File: src/design/cdmcg_pkg.sv
// Purpose: constants for the cpu slow-down and module clock gate block
// Assumes: 16-bit register port, one system clock
// Notes: offsets are word indices on the plain register port
package cdmcg_pkg;

  // ------------------------------------------------------------
  // register map
  // ------------------------------------------------------------
  localparam logic [3:0] ADDR_DIV = 4'h0;
  localparam logic [3:0] ADDR_GATE = 4'h1;

  // ------------------------------------------------------------
  // clock divider register fields
  // ------------------------------------------------------------
  localparam int BIT_FAST_IRQ = 15;
  localparam int BIT_RATIO_HI = 14;
  localparam int BIT_RATIO_LO = 12;
  localparam int BIT_SLOW_EN = 11;

  // ------------------------------------------------------------
  // reset values
  // ------------------------------------------------------------
  localparam logic [2:0] RST_RATIO = 3'h0;
  localparam logic [6:0] RST_COUNT = 7'h00;

  // one instruction cycle equals one system clock here
  localparam int GATE_DELAY_CYC = 1;

endpackage

File: src/design/cdmcg_top.sv
// Purpose: cpu slow-down divider and per-module clock gating
// Assumes: one 40 MHz clock, synchronous active high reset
// Notes: cpu clock is issued as a one-cycle enable pulse, module clocks as held enables
//
// The plain strobed port and the address map were left to the implementer.
`timescale 1ns/1ps
`default_nettype none

module cdmcg_top #(
  parameter int NUM_MODS = 16,
  parameter logic [15:0] PRESENT = 16'hffff
) (
  // clock and reset
  input wire logic clk,
  input wire logic srst,
  // register port
  input wire logic [3:0] regAddr,
  input wire logic [15:0] regWdata,
  input wire logic regWe,
  input wire logic regRe,
  output logic [15:0] regRdata,
  // interrupt event from the interrupt controller
  input wire logic irqEvent,
  // per-module own control enable
  input wire logic [NUM_MODS-1:0] modCtrlOn,
  // cpu clock enable, one pulse per cpu cycle
  output logic cpuClkEn,
  // peripheral clock enable, full rate
  output logic periphClkEn,
  // per-module clock and register access enables
  output logic [NUM_MODS-1:0] modClkEn,
  output logic [NUM_MODS-1:0] modRegOk
);

  // ------------------------------------------------------------
  // state
  // ------------------------------------------------------------
  typedef struct packed {
    logic fastOnIrq;
    logic slowEn;
    logic [2:0] ratio;
    logic [2:0] actRatio;
    logic [6:0] divCnt;
    logic cpuEn;
    logic perEn;
    logic [NUM_MODS-1:0] gate;
    logic [NUM_MODS-1:0] modEn;
    logic [15:0] rdata;
  } cdmcg_state_s;

  cdmcg_state_s st_q;
  cdmcg_state_s st_d;

  logic [NUM_MODS-1:0] presMask;
  assign presMask = PRESENT[NUM_MODS-1:0];

  // address match for a strobe
  function automatic logic regHit(input logic stb, input logic [3:0] a,
                                  input logic [3:0] off);
    regHit = stb && (a == off);
  endfunction

  // terminal count for a divide by 2^r
  function automatic logic [6:0] divTop(input logic [2:0] r);
    divTop = 7'((8'h01 << r) - 8'h01);
  endfunction

  logic wrDiv;
  logic wrGate;
  logic wakeIrq;
  logic [2:0] effRatio;
  assign wrDiv = regHit(regWe, regAddr, cdmcg_pkg::ADDR_DIV);
  assign wrGate = regHit(regWe, regAddr, cdmcg_pkg::ADDR_GATE);
  assign wakeIrq = irqEvent && st_q.fastOnIrq && st_q.slowEn;

  // ------------------------------------------------------------
  // next state
  // ------------------------------------------------------------
  always_comb begin
    st_d = st_q;
    st_d.perEn = 1'b1;
    // control register write
    if (wrDiv) begin
      st_d.fastOnIrq = regWdata[cdmcg_pkg::BIT_FAST_IRQ];
      st_d.slowEn = regWdata[cdmcg_pkg::BIT_SLOW_EN];
      st_d.ratio = regWdata[cdmcg_pkg::BIT_RATIO_HI:cdmcg_pkg::BIT_RATIO_LO];
    end
    // interrupt wake overrides the slow-down enable of a same-cycle write
    if (wakeIrq) begin
      st_d.slowEn = 1'b0;
    end
    // without wake nothing from irqEvent reaches the divider
    // ratio in force: full speed unless slow-down is on
    effRatio = st_d.slowEn ? st_d.ratio : 3'h0;
    // divider: ratio only taken at a period boundary
    if (st_q.divCnt == 7'h00) begin
      st_d.cpuEn = 1'b1;
      st_d.actRatio = effRatio;
      st_d.divCnt = divTop(effRatio);
    end else begin
      st_d.cpuEn = 1'b0;
      st_d.divCnt = st_q.divCnt - 7'h01;
    end
    // gate bits, absent modules held gated
    if (wrGate) begin
      st_d.gate = regWdata[NUM_MODS-1:0] | ~presMask;
    end
    // module enable lags the gate register by one cycle
    st_d.modEn = ~st_q.gate & presMask & modCtrlOn;
    // read data, unmapped reads zero
    st_d.rdata = 16'h0000;
    if (regHit(regRe, regAddr, cdmcg_pkg::ADDR_DIV)) begin
      st_d.rdata[cdmcg_pkg::BIT_FAST_IRQ] = st_q.fastOnIrq;
      st_d.rdata[cdmcg_pkg::BIT_SLOW_EN] = st_q.slowEn;
      st_d.rdata[cdmcg_pkg::BIT_RATIO_HI:cdmcg_pkg::BIT_RATIO_LO] = st_q.ratio;
    end else if (regHit(regRe, regAddr, cdmcg_pkg::ADDR_GATE)) begin
      st_d.rdata[NUM_MODS-1:0] = st_q.gate;
    end
  end

  // ------------------------------------------------------------
  // registers
  // ------------------------------------------------------------
  always_ff @(posedge clk) begin
    if (srst) begin
      st_q.fastOnIrq <= 1'b0;
      st_q.slowEn <= 1'b0;
      st_q.ratio <= cdmcg_pkg::RST_RATIO;
      st_q.actRatio <= cdmcg_pkg::RST_RATIO;
      st_q.divCnt <= cdmcg_pkg::RST_COUNT;
      st_q.cpuEn <= 1'b0;
      st_q.perEn <= 1'b0;
      st_q.gate <= ~presMask;
      st_q.modEn <= '0;
      st_q.rdata <= 16'h0000;
    end else begin
      st_q <= st_d;
    end
  end

  // outputs straight from flops
  assign regRdata = st_q.rdata;
  assign cpuClkEn = st_q.cpuEn;
  assign periphClkEn = st_q.perEn;
  assign modClkEn = st_q.modEn;
  assign modRegOk = st_q.modEn;
endmodule

`default_nettype wire

File: config.mk
export PLATFORM = sky130hd
export DESIGN_NAME = cdmcg_top
export DESIGN_NICKNAME = d
export VERILOG_FILES = /design/src/design/cdmcg_pkg.sv /design/src/design/cdmcg_top.sv
export SDC_FILE = /design/constraint.sdc
export NUM_CORES = 1
export LEC_CHECK = 0
export ABC_AREA = 1
export BUFFER_PORTS_ARGS = -buffer_cell sky130_fd_sc_hd__buf_4
export CAP_MARGIN = 10
export CELL_PAD_IN_SITES_DETAIL_PLACEMENT = 2
export CELL_PAD_IN_SITES_GLOBAL_PLACEMENT = 2
export CORE_ASPECT_RATIO = 0.8
export CORE_MARGIN = 5
export CORE_UTILIZATION = 29
export CTS_CLUSTER_SIZE = 28
export DETAILED_ROUTE_END_ITERATION = 16
export GPL_TIMING_DRIVEN = 0
export MAX_ROUTING_LAYER = met4
export PLACE_DENSITY = 0.91
export REMOVE_ABC_BUFFERS = 1
export SKIP_LAST_GASP = 1
export SYNTH_ARGS = -nofsm -noshare
export SYNTH_HDL_FRONTEND = slang
export SYNTH_SLANG_ARGS = --single-unit
File: constraint.sdc
create_clock -name clk -period 2.8 [get_ports clk]
set_input_delay 0.14 -clock clk [delete_from_list [all_inputs] [get_ports clk]]
set_output_delay 0.14 -clock clk [all_outputs]
set_load 0.005 [all_outputs]
# After elaboration in Yosys (flattened, before gate mapping)
# Index checks and enable logic that the tools add are counted.
# Widths: inputs -> output; s select.
totals:
  ff_bits: 62
  latch_bits: 0
  mem_bits_rw: 0
  romBits: 0
  output_inout_bits: 50
  word_cells: 35
  mem_count: 0
classes:
  n_addsub: 2
  mul: 0
  div_mod_pow: 0
  magnitude_cmp: 0
  eq_ne: 1
  n_shift: 1
  muxes: 9
  bitwise: 3
  reduce_logical: 9
ops:
  columns: ["operator", "count"]
  rows:
  - ["$mux 49", 1]
  - ["$mux 16", 2]
  - ["$and 16x16->16", 1]
  - ["$not 16->16", 1]
  - ["$sub 7x1->7 const B", 2]
  - ["$mux 11", 1]
  - ["$mux 8", 1]
  - ["$logic_not 7->1", 1]
  - ["$shl 1x3->7 const A", 1]
  - ["$logic_and 1x1->1", 6]
  - ["$mux 5", 1]
  - ["$eq 4x1->1 const B", 1]
  - ["$logic_not 4->1", 1]
  - ["$mux 4", 1]
  - ["$mux 3", 1]
  - ["$reduce_or 3->1", 1]
  - ["$mux 1", 1]
  - ["$not 1->1", 1]

# Logic depth before layout (Yosys ltp)
# Gate-level depths: netlist (run 1).
logic_depth:
  ltp_word: 8
  depth_mapped: 15
  ltp_nobuf: 15

# Worst setup path before layout (run 1)
# OpenSTA, ideal clock, no wires.
synth_timing:
  path_kind: "input port to flip-flop"
  start: "input port regAddr[0]"
  end: "register st_q[56] in the netlist's numbering"
  setup_time_ps: 113
  arrival_ps: 1488
  required_ps: 2687
  slack_ps: 1200
  path_stages: 13
  path_buffers: 0
  cell_sequence: "nor2_4 > nand3_4 > nand2_4 > nand3_4 > nor2_2 > nor2_2 > a21oi_2 > ha_1 > inv_1 > nor2_1 > nand4_1 > nand2_1 > nor2_1"
synth_between:
  elab_chain_cells: 8
synth_lines:
  columns: ["item", "line", "text"]
  rows:
  - ["start: declaration", "cdmcg_top.sv:17", "input wire logic [3:0] regAddr,"]
  - ["$logic_not 4->1 *", "cdmcg_top.sv:60", "regHit = stb && (a == off);"]
  - ["$logic_and 1x1->1 *", "cdmcg_top.sv:60", null]
  - ["$mux 4 *", "cdmcg_top.sv:83", "if (wrDiv) begin"]
  - ["$mux 1", "cdmcg_top.sv:89", "if (wakeIrq) begin"]
  - ["$mux 3 *", "cdmcg_top.sv:94", "effRatio = st_d.slowEn ? st_d.ratio : 3'h0;"]
  - ["$shl 1x3->7 *", "cdmcg_top.sv:65", "divTop = 7'((8'h01 << r) - 8'h01);"]
  - ["$sub 7x1->7 *", "cdmcg_top.sv:65", null]
  - ["$mux 8 *", "cdmcg_top.sv:96", "if (st_q.divCnt == 7'h00) begin"]
  - ["end signal: assignment", "cdmcg_top.sv:137", "st_q <= st_d;"]
  - ["end: declaration", "cdmcg_top.sv:51", "cdmcg_state_s st_q;"]
# Mark *: on every way between the ends. The rest lies on a longest branch, timed or not.
# A chain may end at the register's enable or synchronous reset.

# Worst setup path after layout (run 1)
layout_timing:
  start: "register st_q[63] in the netlist's numbering"
  end: "register st_q[56] in the netlist's numbering"
layout_between:
  elab_chain_cells: 6
  elab_cells_between_ends: 7
layout_lines:
  columns: ["item", "line"]
  rows:
  - ["$mux 4 or $logic_and 1x1->1 (tied branches)", "cdmcg_top.sv:83, cdmcg_top.sv:74"]
  - ["$mux 1 *", "cdmcg_top.sv:89"]
  - ["$mux 3 *", "cdmcg_top.sv:94"]
  - ["$shl 1x3->7 *", "cdmcg_top.sv:65"]
  - ["$sub 7x1->7 *", "cdmcg_top.sv:65"]
  - ["$mux 8 *", "cdmcg_top.sv:96"]
# Marked as above.

==> results of run 1 <==
-- tightest hold or removal path: cells and delay by family --
| family | cells | cell delay, ns |
|---|---|---|
| AND/OR/NAND/NOR | 2 | 0.12 |
| buffers and inverters | 1 | 0.08 |
-- logic make-up after synthesis --
family	synth area share (%)
simple gates	22.4
flops	46.7
fa+ha+maj	0.470
buf+inv	20.5
compound gates	10.0
-- area by class of cell --
cell class | instances | area share, %
tap | 115 | 4.25
clock inverter | 5 | 1.70
timing repair buffer | 90 | 20.0
multi-input combinational | 177 | 25.8
sequential | 62 | 36.7
inverter | 40 | 4.43
clock buffer | 11 | 7.17
-- state kept, by name, indices dropped and copies added (netlist names) --
signal	count
st_q	28
modClkEn	16
regRdata	16
cpuClkEn	1
periphClkEn	1
-- worst paths after layout --
kind | from | to | depth (start not counted)
worst max-delay path | st_q[63] | st_q[56] | 12
worst min-delay path | modCtrlOn[13] | modClkEn[13] | 3
worst max register to register | st_q[63] | st_q[56] | 12
worst min register to register | st_q[46] | regRdata[14] | 2
-- power by group through the flow --
stage / Combinational [mW] / Clock [mW] / Sequential (mW)
5_1_grt: 0.644 / 1.20 / 1.01
3_3_place_gp: 0.536 / 0 / 1.01
6_report: 0.573 / 1.11 / 0.996
4_1_cts: 0.585 / 1.16 / 0.997
2_1_floorplan: 0.354 / 0 / 1.01
3_5_place_dp: 0.573 / 0 / 1.01
-- per-stage QoR --
stage,worst slack [ns],instances
after floorplan,1.20,279
after global placement,0.804,484
after detailed placement,0.698,484
after CTS,0.819,500
after global routing,0.667,500
final,0.852,500
-- synth_stat cells (all sizes together) --
master  count
a21oi      25
and2        1
buf        48
clkbuf      9
dfxtp      62
ha          1
inv        40
nand2      52
nand3       8
nand4       7
nor2       56
nor3        2
o211ai      1
o21ai      23
o21bai      1
-- per-layer routing --
layer	GRT usage, %	part of all wire (%)	vias up	wire (um)
li1	-	-	1086	-
met1	16.0	41	1084	3190
met2	25.9	50	69	3870
met3	4.82	7.0	12	543
met4	4.49	1.4	0	107
met5	-	0	-	0
==> impl_metrics.toml, run 1 <==
[status]
run_status = "finished clean"

[clock_network]
cts_inserted_buffers = 9
cts_hold_buffers = 0
postCtsSetupRepairBufs = 0
clock_path_buffers = 2
htreeDepth = 3
clock_sink_count = 62
cell_chosen_for_the_clock_root = "clkbuf_16"
cts_tree = "built"
clk_transition_reported_paths_ns = 0.06
clk_latency_ns = 0.33
post_cts_resized = 0

[sta]
max_slew_margin_pct = 26.7
timing.clock.skew_ns = 0.00692
worstMarginPinSlew_ns = 1.10
report.final.slew_viol_count = 0
fmaxAchievable_mhz = 513
final.period_utilization_pct = 69.6
min_period_ns = 1.95
final.hold.worst_slack_ns = 0.0307
setup_viol = 0
unrepaired_setup_endpoints_after_global_routing = "no"
total_negative_slack_ns = 0
hold_viol_final = 0

[finish]
num-nets-final = 422
layout.area.seq_um2 = 1240
drive_gt1_share_pct = 31.9
layout_common_cells = "buf_4, dfxtp_1, nor2_1"
layout.core_utilization_pct = 37.6
antenna_cells = 0
area_growth_pct = 27.3
final_common_cell = "buf_4"
fillerInstances = 1027
post-route-cell-area_um2 = 3390
multi_input_gate_area_um2 = 875

[pwr]
p_comb_share_pct = 21.4
vdd_drop_max_mv = 0.258
netSwitchingPower_mw = 0.784
power_leakage_nw = 1.56
pwr-share-seq_pct = 37.1
final_total_power_mw = 2.68
power.clock.fraction_pct = 41.5
switching_share_of_power_pct = 29.2
cellPowerDensity_nw_per_um2 = 792
p_int_mw = 1.90

[place]
place.gp.congestion = 0.779
place_area_um2 = 3090
io_buffer_count = 90
dp_hpwl_mm = 5.63

[run]
max-cap-violations = 0

[synth]
synth.largest_area_cell = "dfxtp_1"
yosys.cell_types.count = 26
seq_area_frac_synth_pct = 46.7
ys_warn_count = 0
postSynthCellCount = 336
syn_area_per_cell_um2 = 7.92
syn_area_um2 = 2660
post_synth_main_area_contributors = "dfxtp_1, buf_4, nor2_1"
number_of_flip_flops_and_latches_in_the_synthesized_netlist = 62
yosys.area.top_type_share_pct = 46.7

[worst_setup_path]
crit_type = "flop to flop"
timing.reg2reg.setup_slack_ns = 0.85
cp-start-kind = "flop"
critPathTopFamily = "simple AND/OR/NAND/NOR gates"
timing.critical_path.slowest_stage_cell = "dfxtp_1"
required_ns = 3.02
data_arrival_critical_path_ns = 2.17
cp_cell_sequence = "inv_1 > nand2_4 > nand3_4 > nor2_2 > nor2_2 > a21oi_2 > ha_1 > inv_1 > nor2_1 > nand4_1 > nand2_1 > nor2_1"
setup.worst_path.end_class = "flop"
cp_max_fo = 6
cpPeakStageDelay_ns = 0.38
critical_path.n_buffers_inverters = 2

[floorplanning]
io_pins = 91
start_util_pct = 29.6
floorplan.die_area_um2 = 11200
fp.dieH_um = 95.7
floorplan.die.width_um = 117
placement_rows = 31
fp.coreArea_um2 = 9000

[drt]
vias_per_cell = 4.50
drt-wirelength-per-cell_um = 15.4
drt_pre_antenna_iters = 4
totalWireLength_mm = 7.71
drc = 0
final_antenna_net_count = 0
route.vias.total = 2251
detailed_router_s_first_iteration_violation_count = 63

[global_route]
number_of_global_route_vias_before_repair = 2434
initial_antenna_violation_count = 0
grt_max_degree = 33
global_route.usage.total_pct = 14.8
wire_length_of_the_first_global_routing_pass_mm = 12.1
globalRouteOverflowTotal = 0

[worst_hold_path]
worst_hold_path_type = "input pin to flop"
No activity file was read; power rests on OpenSTA's default activity.
==> inputs of run 2 (changes only) <==
--- a/config.mk
+++ b/config.mk
@@ -12,12 +12,12 @@
 export CELL_PAD_IN_SITES_GLOBAL_PLACEMENT = 2
 export CORE_ASPECT_RATIO = 0.8
 export CORE_MARGIN = 5
-export CORE_UTILIZATION = 29
+export CORE_UTILIZATION = 27
 export CTS_CLUSTER_SIZE = 28
 export DETAILED_ROUTE_END_ITERATION = 16
 export GPL_TIMING_DRIVEN = 0
 export MAX_ROUTING_LAYER = met4
-export PLACE_DENSITY = 0.91
+export PLACE_DENSITY = 0.86
 export REMOVE_ABC_BUFFERS = 1
 export SKIP_LAST_GASP = 1
 export SYNTH_ARGS = -nofsm -noshare
==> constraint.sdc (replaced) <==
create_clock -name clk -period 1.96 [get_ports clk]
set_input_delay 0.098 -clock clk [delete_from_list [all_inputs] [get_ports clk]]
set_output_delay 0.098 -clock clk [all_outputs]
set_load 0.005 [all_outputs]
==> impl_metrics.toml, run 2 (synthesis gave the netlist of run 1 again) <==
[drt]
final_antenna_net_count = 0
drt_pre_antenna_iters = 4
drt-wirelength-per-cell_um = 15.7
totalWireLength_mm = 8.31
detailed_router_s_first_iteration_violation_count = 45
vias_per_cell = 4.30
route.vias.total = 2277
drc = 0

[floorplanning]
io_pins = 91
placement_rows = 32
fp.dieH_um = 98.8
floorplan.die_area_um2 = 11900
fp.coreArea_um2 = 9650
floorplan.die.width_um = 121
start_util_pct = 27.6

[run]
max-cap-violations = 0

[clock_network]
htreeDepth = 3
clock_path_buffers = 2
clk_transition_reported_paths_ns = 0.05
cell_chosen_for_the_clock_root = "clkbuf_16"
clock_sink_count = 62
clk_latency_ns = 0.33
cts_tree = "built"
cts_inserted_buffers = 9

[worst_setup_path]
crit_path_end = "st_q[56]"
setup.worst_path.end_class = "flop"
critical_path.startpoint = "st_q[52]"
cp_max_fo = 3
cp-start-kind = "flop"
timing.reg2reg.setup_slack_ns = 0.15
worst_r2r_endpoint = "st_q[56]"
crit_type = "flop to flop"
data_arrival_critical_path_ns = 2.03
reg2reg_from = "st_q[52]"
worstRegToRegCells = 13
required_ns = 2.18

[global_route]
grt_max_degree = 33
met1_usage_pct = 15.6
grt_use_met3_pct = 4.13
use_met2_pct = 26.6
number_of_global_route_vias_before_repair = 2638
wire_length_of_the_first_global_routing_pass_mm = 13.4
initial_antenna_violation_count = 0
grt_busiest_layer = "met2"
globalRouteOverflowTotal = 0
global_route.usage.total_pct = 14.8

[finish]
num-nets-final = 431
antenna_cells = 0
largest_reg_flops = 28
area_growth_pct = 34.5
layout.core_utilization_pct = 37.1
layout_common_cells = "buf_4, dfxtp_1, nor2_1, nand2_1, inv_1"
most_flop_heavy_register = "st_q"
final_common_cell = "buf_4"
drive_gt1_share_pct = 33.2

[sta]
hold_viol_final = 0
report.final.slew_viol_count = 0
final.period_utilization_pct = 92.4
final.hold.worst_slack_ns = 0.0127
total_negative_slack_ns = 0
fmaxAchievable_mhz = 552
setup_viol = 0
min_period_ns = 1.81
max_slew_margin_pct = 51.0
timing.clock.skew_ns = 0.00534
worstMarginPinSlew_ns = 0.734

[status]
run_status = "finished clean"

[pwr]
vdd_drop_max_mv = 0.393
power_leakage_nw = 1.62
final_total_power_mw = 4.10
cellPowerDensity_nw_per_um2 = 1140

[place]
place.gp.congestion = 0.791
dp_hpwl_mm = 5.83
io_buffer_count = 90

[worst_hold_path]
worst_hold_path_type = "input pin to flop"
[run 2: power breakdown]
part	switching [mW]	internal [mW]	total (mW)
clock	0.581	1.18	1.76
combinational	0.533	0.375	0.908
sequential	0.0565	1.37	1.43
total	1.17	2.93	4.10
[run 2: how the worst min path moves through the flow]
stage                              from  depth (start not counted)            to  slack [ns]
after global placement    modCtrlOn[12]                          3  modClkEn[12]        0.32
after global routing       modCtrlOn[5]                          3   modClkEn[5]        0.01
after detailed placement   modCtrlOn[8]                          3   modClkEn[8]        0.33
final                      modCtrlOn[7]                          3   modClkEn[7]        0.01
after CTS                  modCtrlOn[7]                          3   modClkEn[7]       0.002
after floorplan                    srst                          1      st_q[51]        0.16
[run 2: metrics by stage]
| step | area [um2] | instances | worst slack [ns] |
|---|---|---|---|
| final | 3580 | 530 | 0.149 |
| after global routing | 3580 | 530 | -0.00516 |
| after CTS | 3520 | 528 | 0.0344 |
| after detailed placement | 3110 | 505 | -0.175 |
| after global placement | 3110 | 505 | 0.0382 |
| after floorplan | 2270 | 279 | 0.399 |
[run 2: what timing repair did]
action / in CTS / in global routing
setup buffers: 0 / 1
hold endpoints to repair: 7 / 0
setup endpoints to repair: 0 / 3
hold buffers: 7 / 0
gates resized for setup: 0 / 8
[run 2: layer usage]
layer	routed length [um]	vias up
met4	108	0
met3	564	11
met1	3240	1092
met5	0	-
li1	-	1101
met2	4390	73
[run 2: critical path: stages (launching register included)]
cell	delay [ns]
dfxtp_1	0.34
nor2_1	0.12
nand2_1	0.10
nor2_2	0.14
inv_2	0.07
nor2_4	0.13
nand2_1	0.06
nand2_1	0.09
inv_1	0.07
ha_1	0.21
nand2_1	0.13
nor2_1	0.07
nor2_1	0.10
nor2_1	0.06
[run 2: area by class of cell]
type / count / area (um2)
tap: 136 / 170
fill: 1087 / 6070
timing repair buffer: 99 / 781
clock buffer: 11 / 253
inverter: 40 / 150
sequential: 62 / 1240
clock inverter: 5 / 81.3
multi-input combinational: 177 / 902
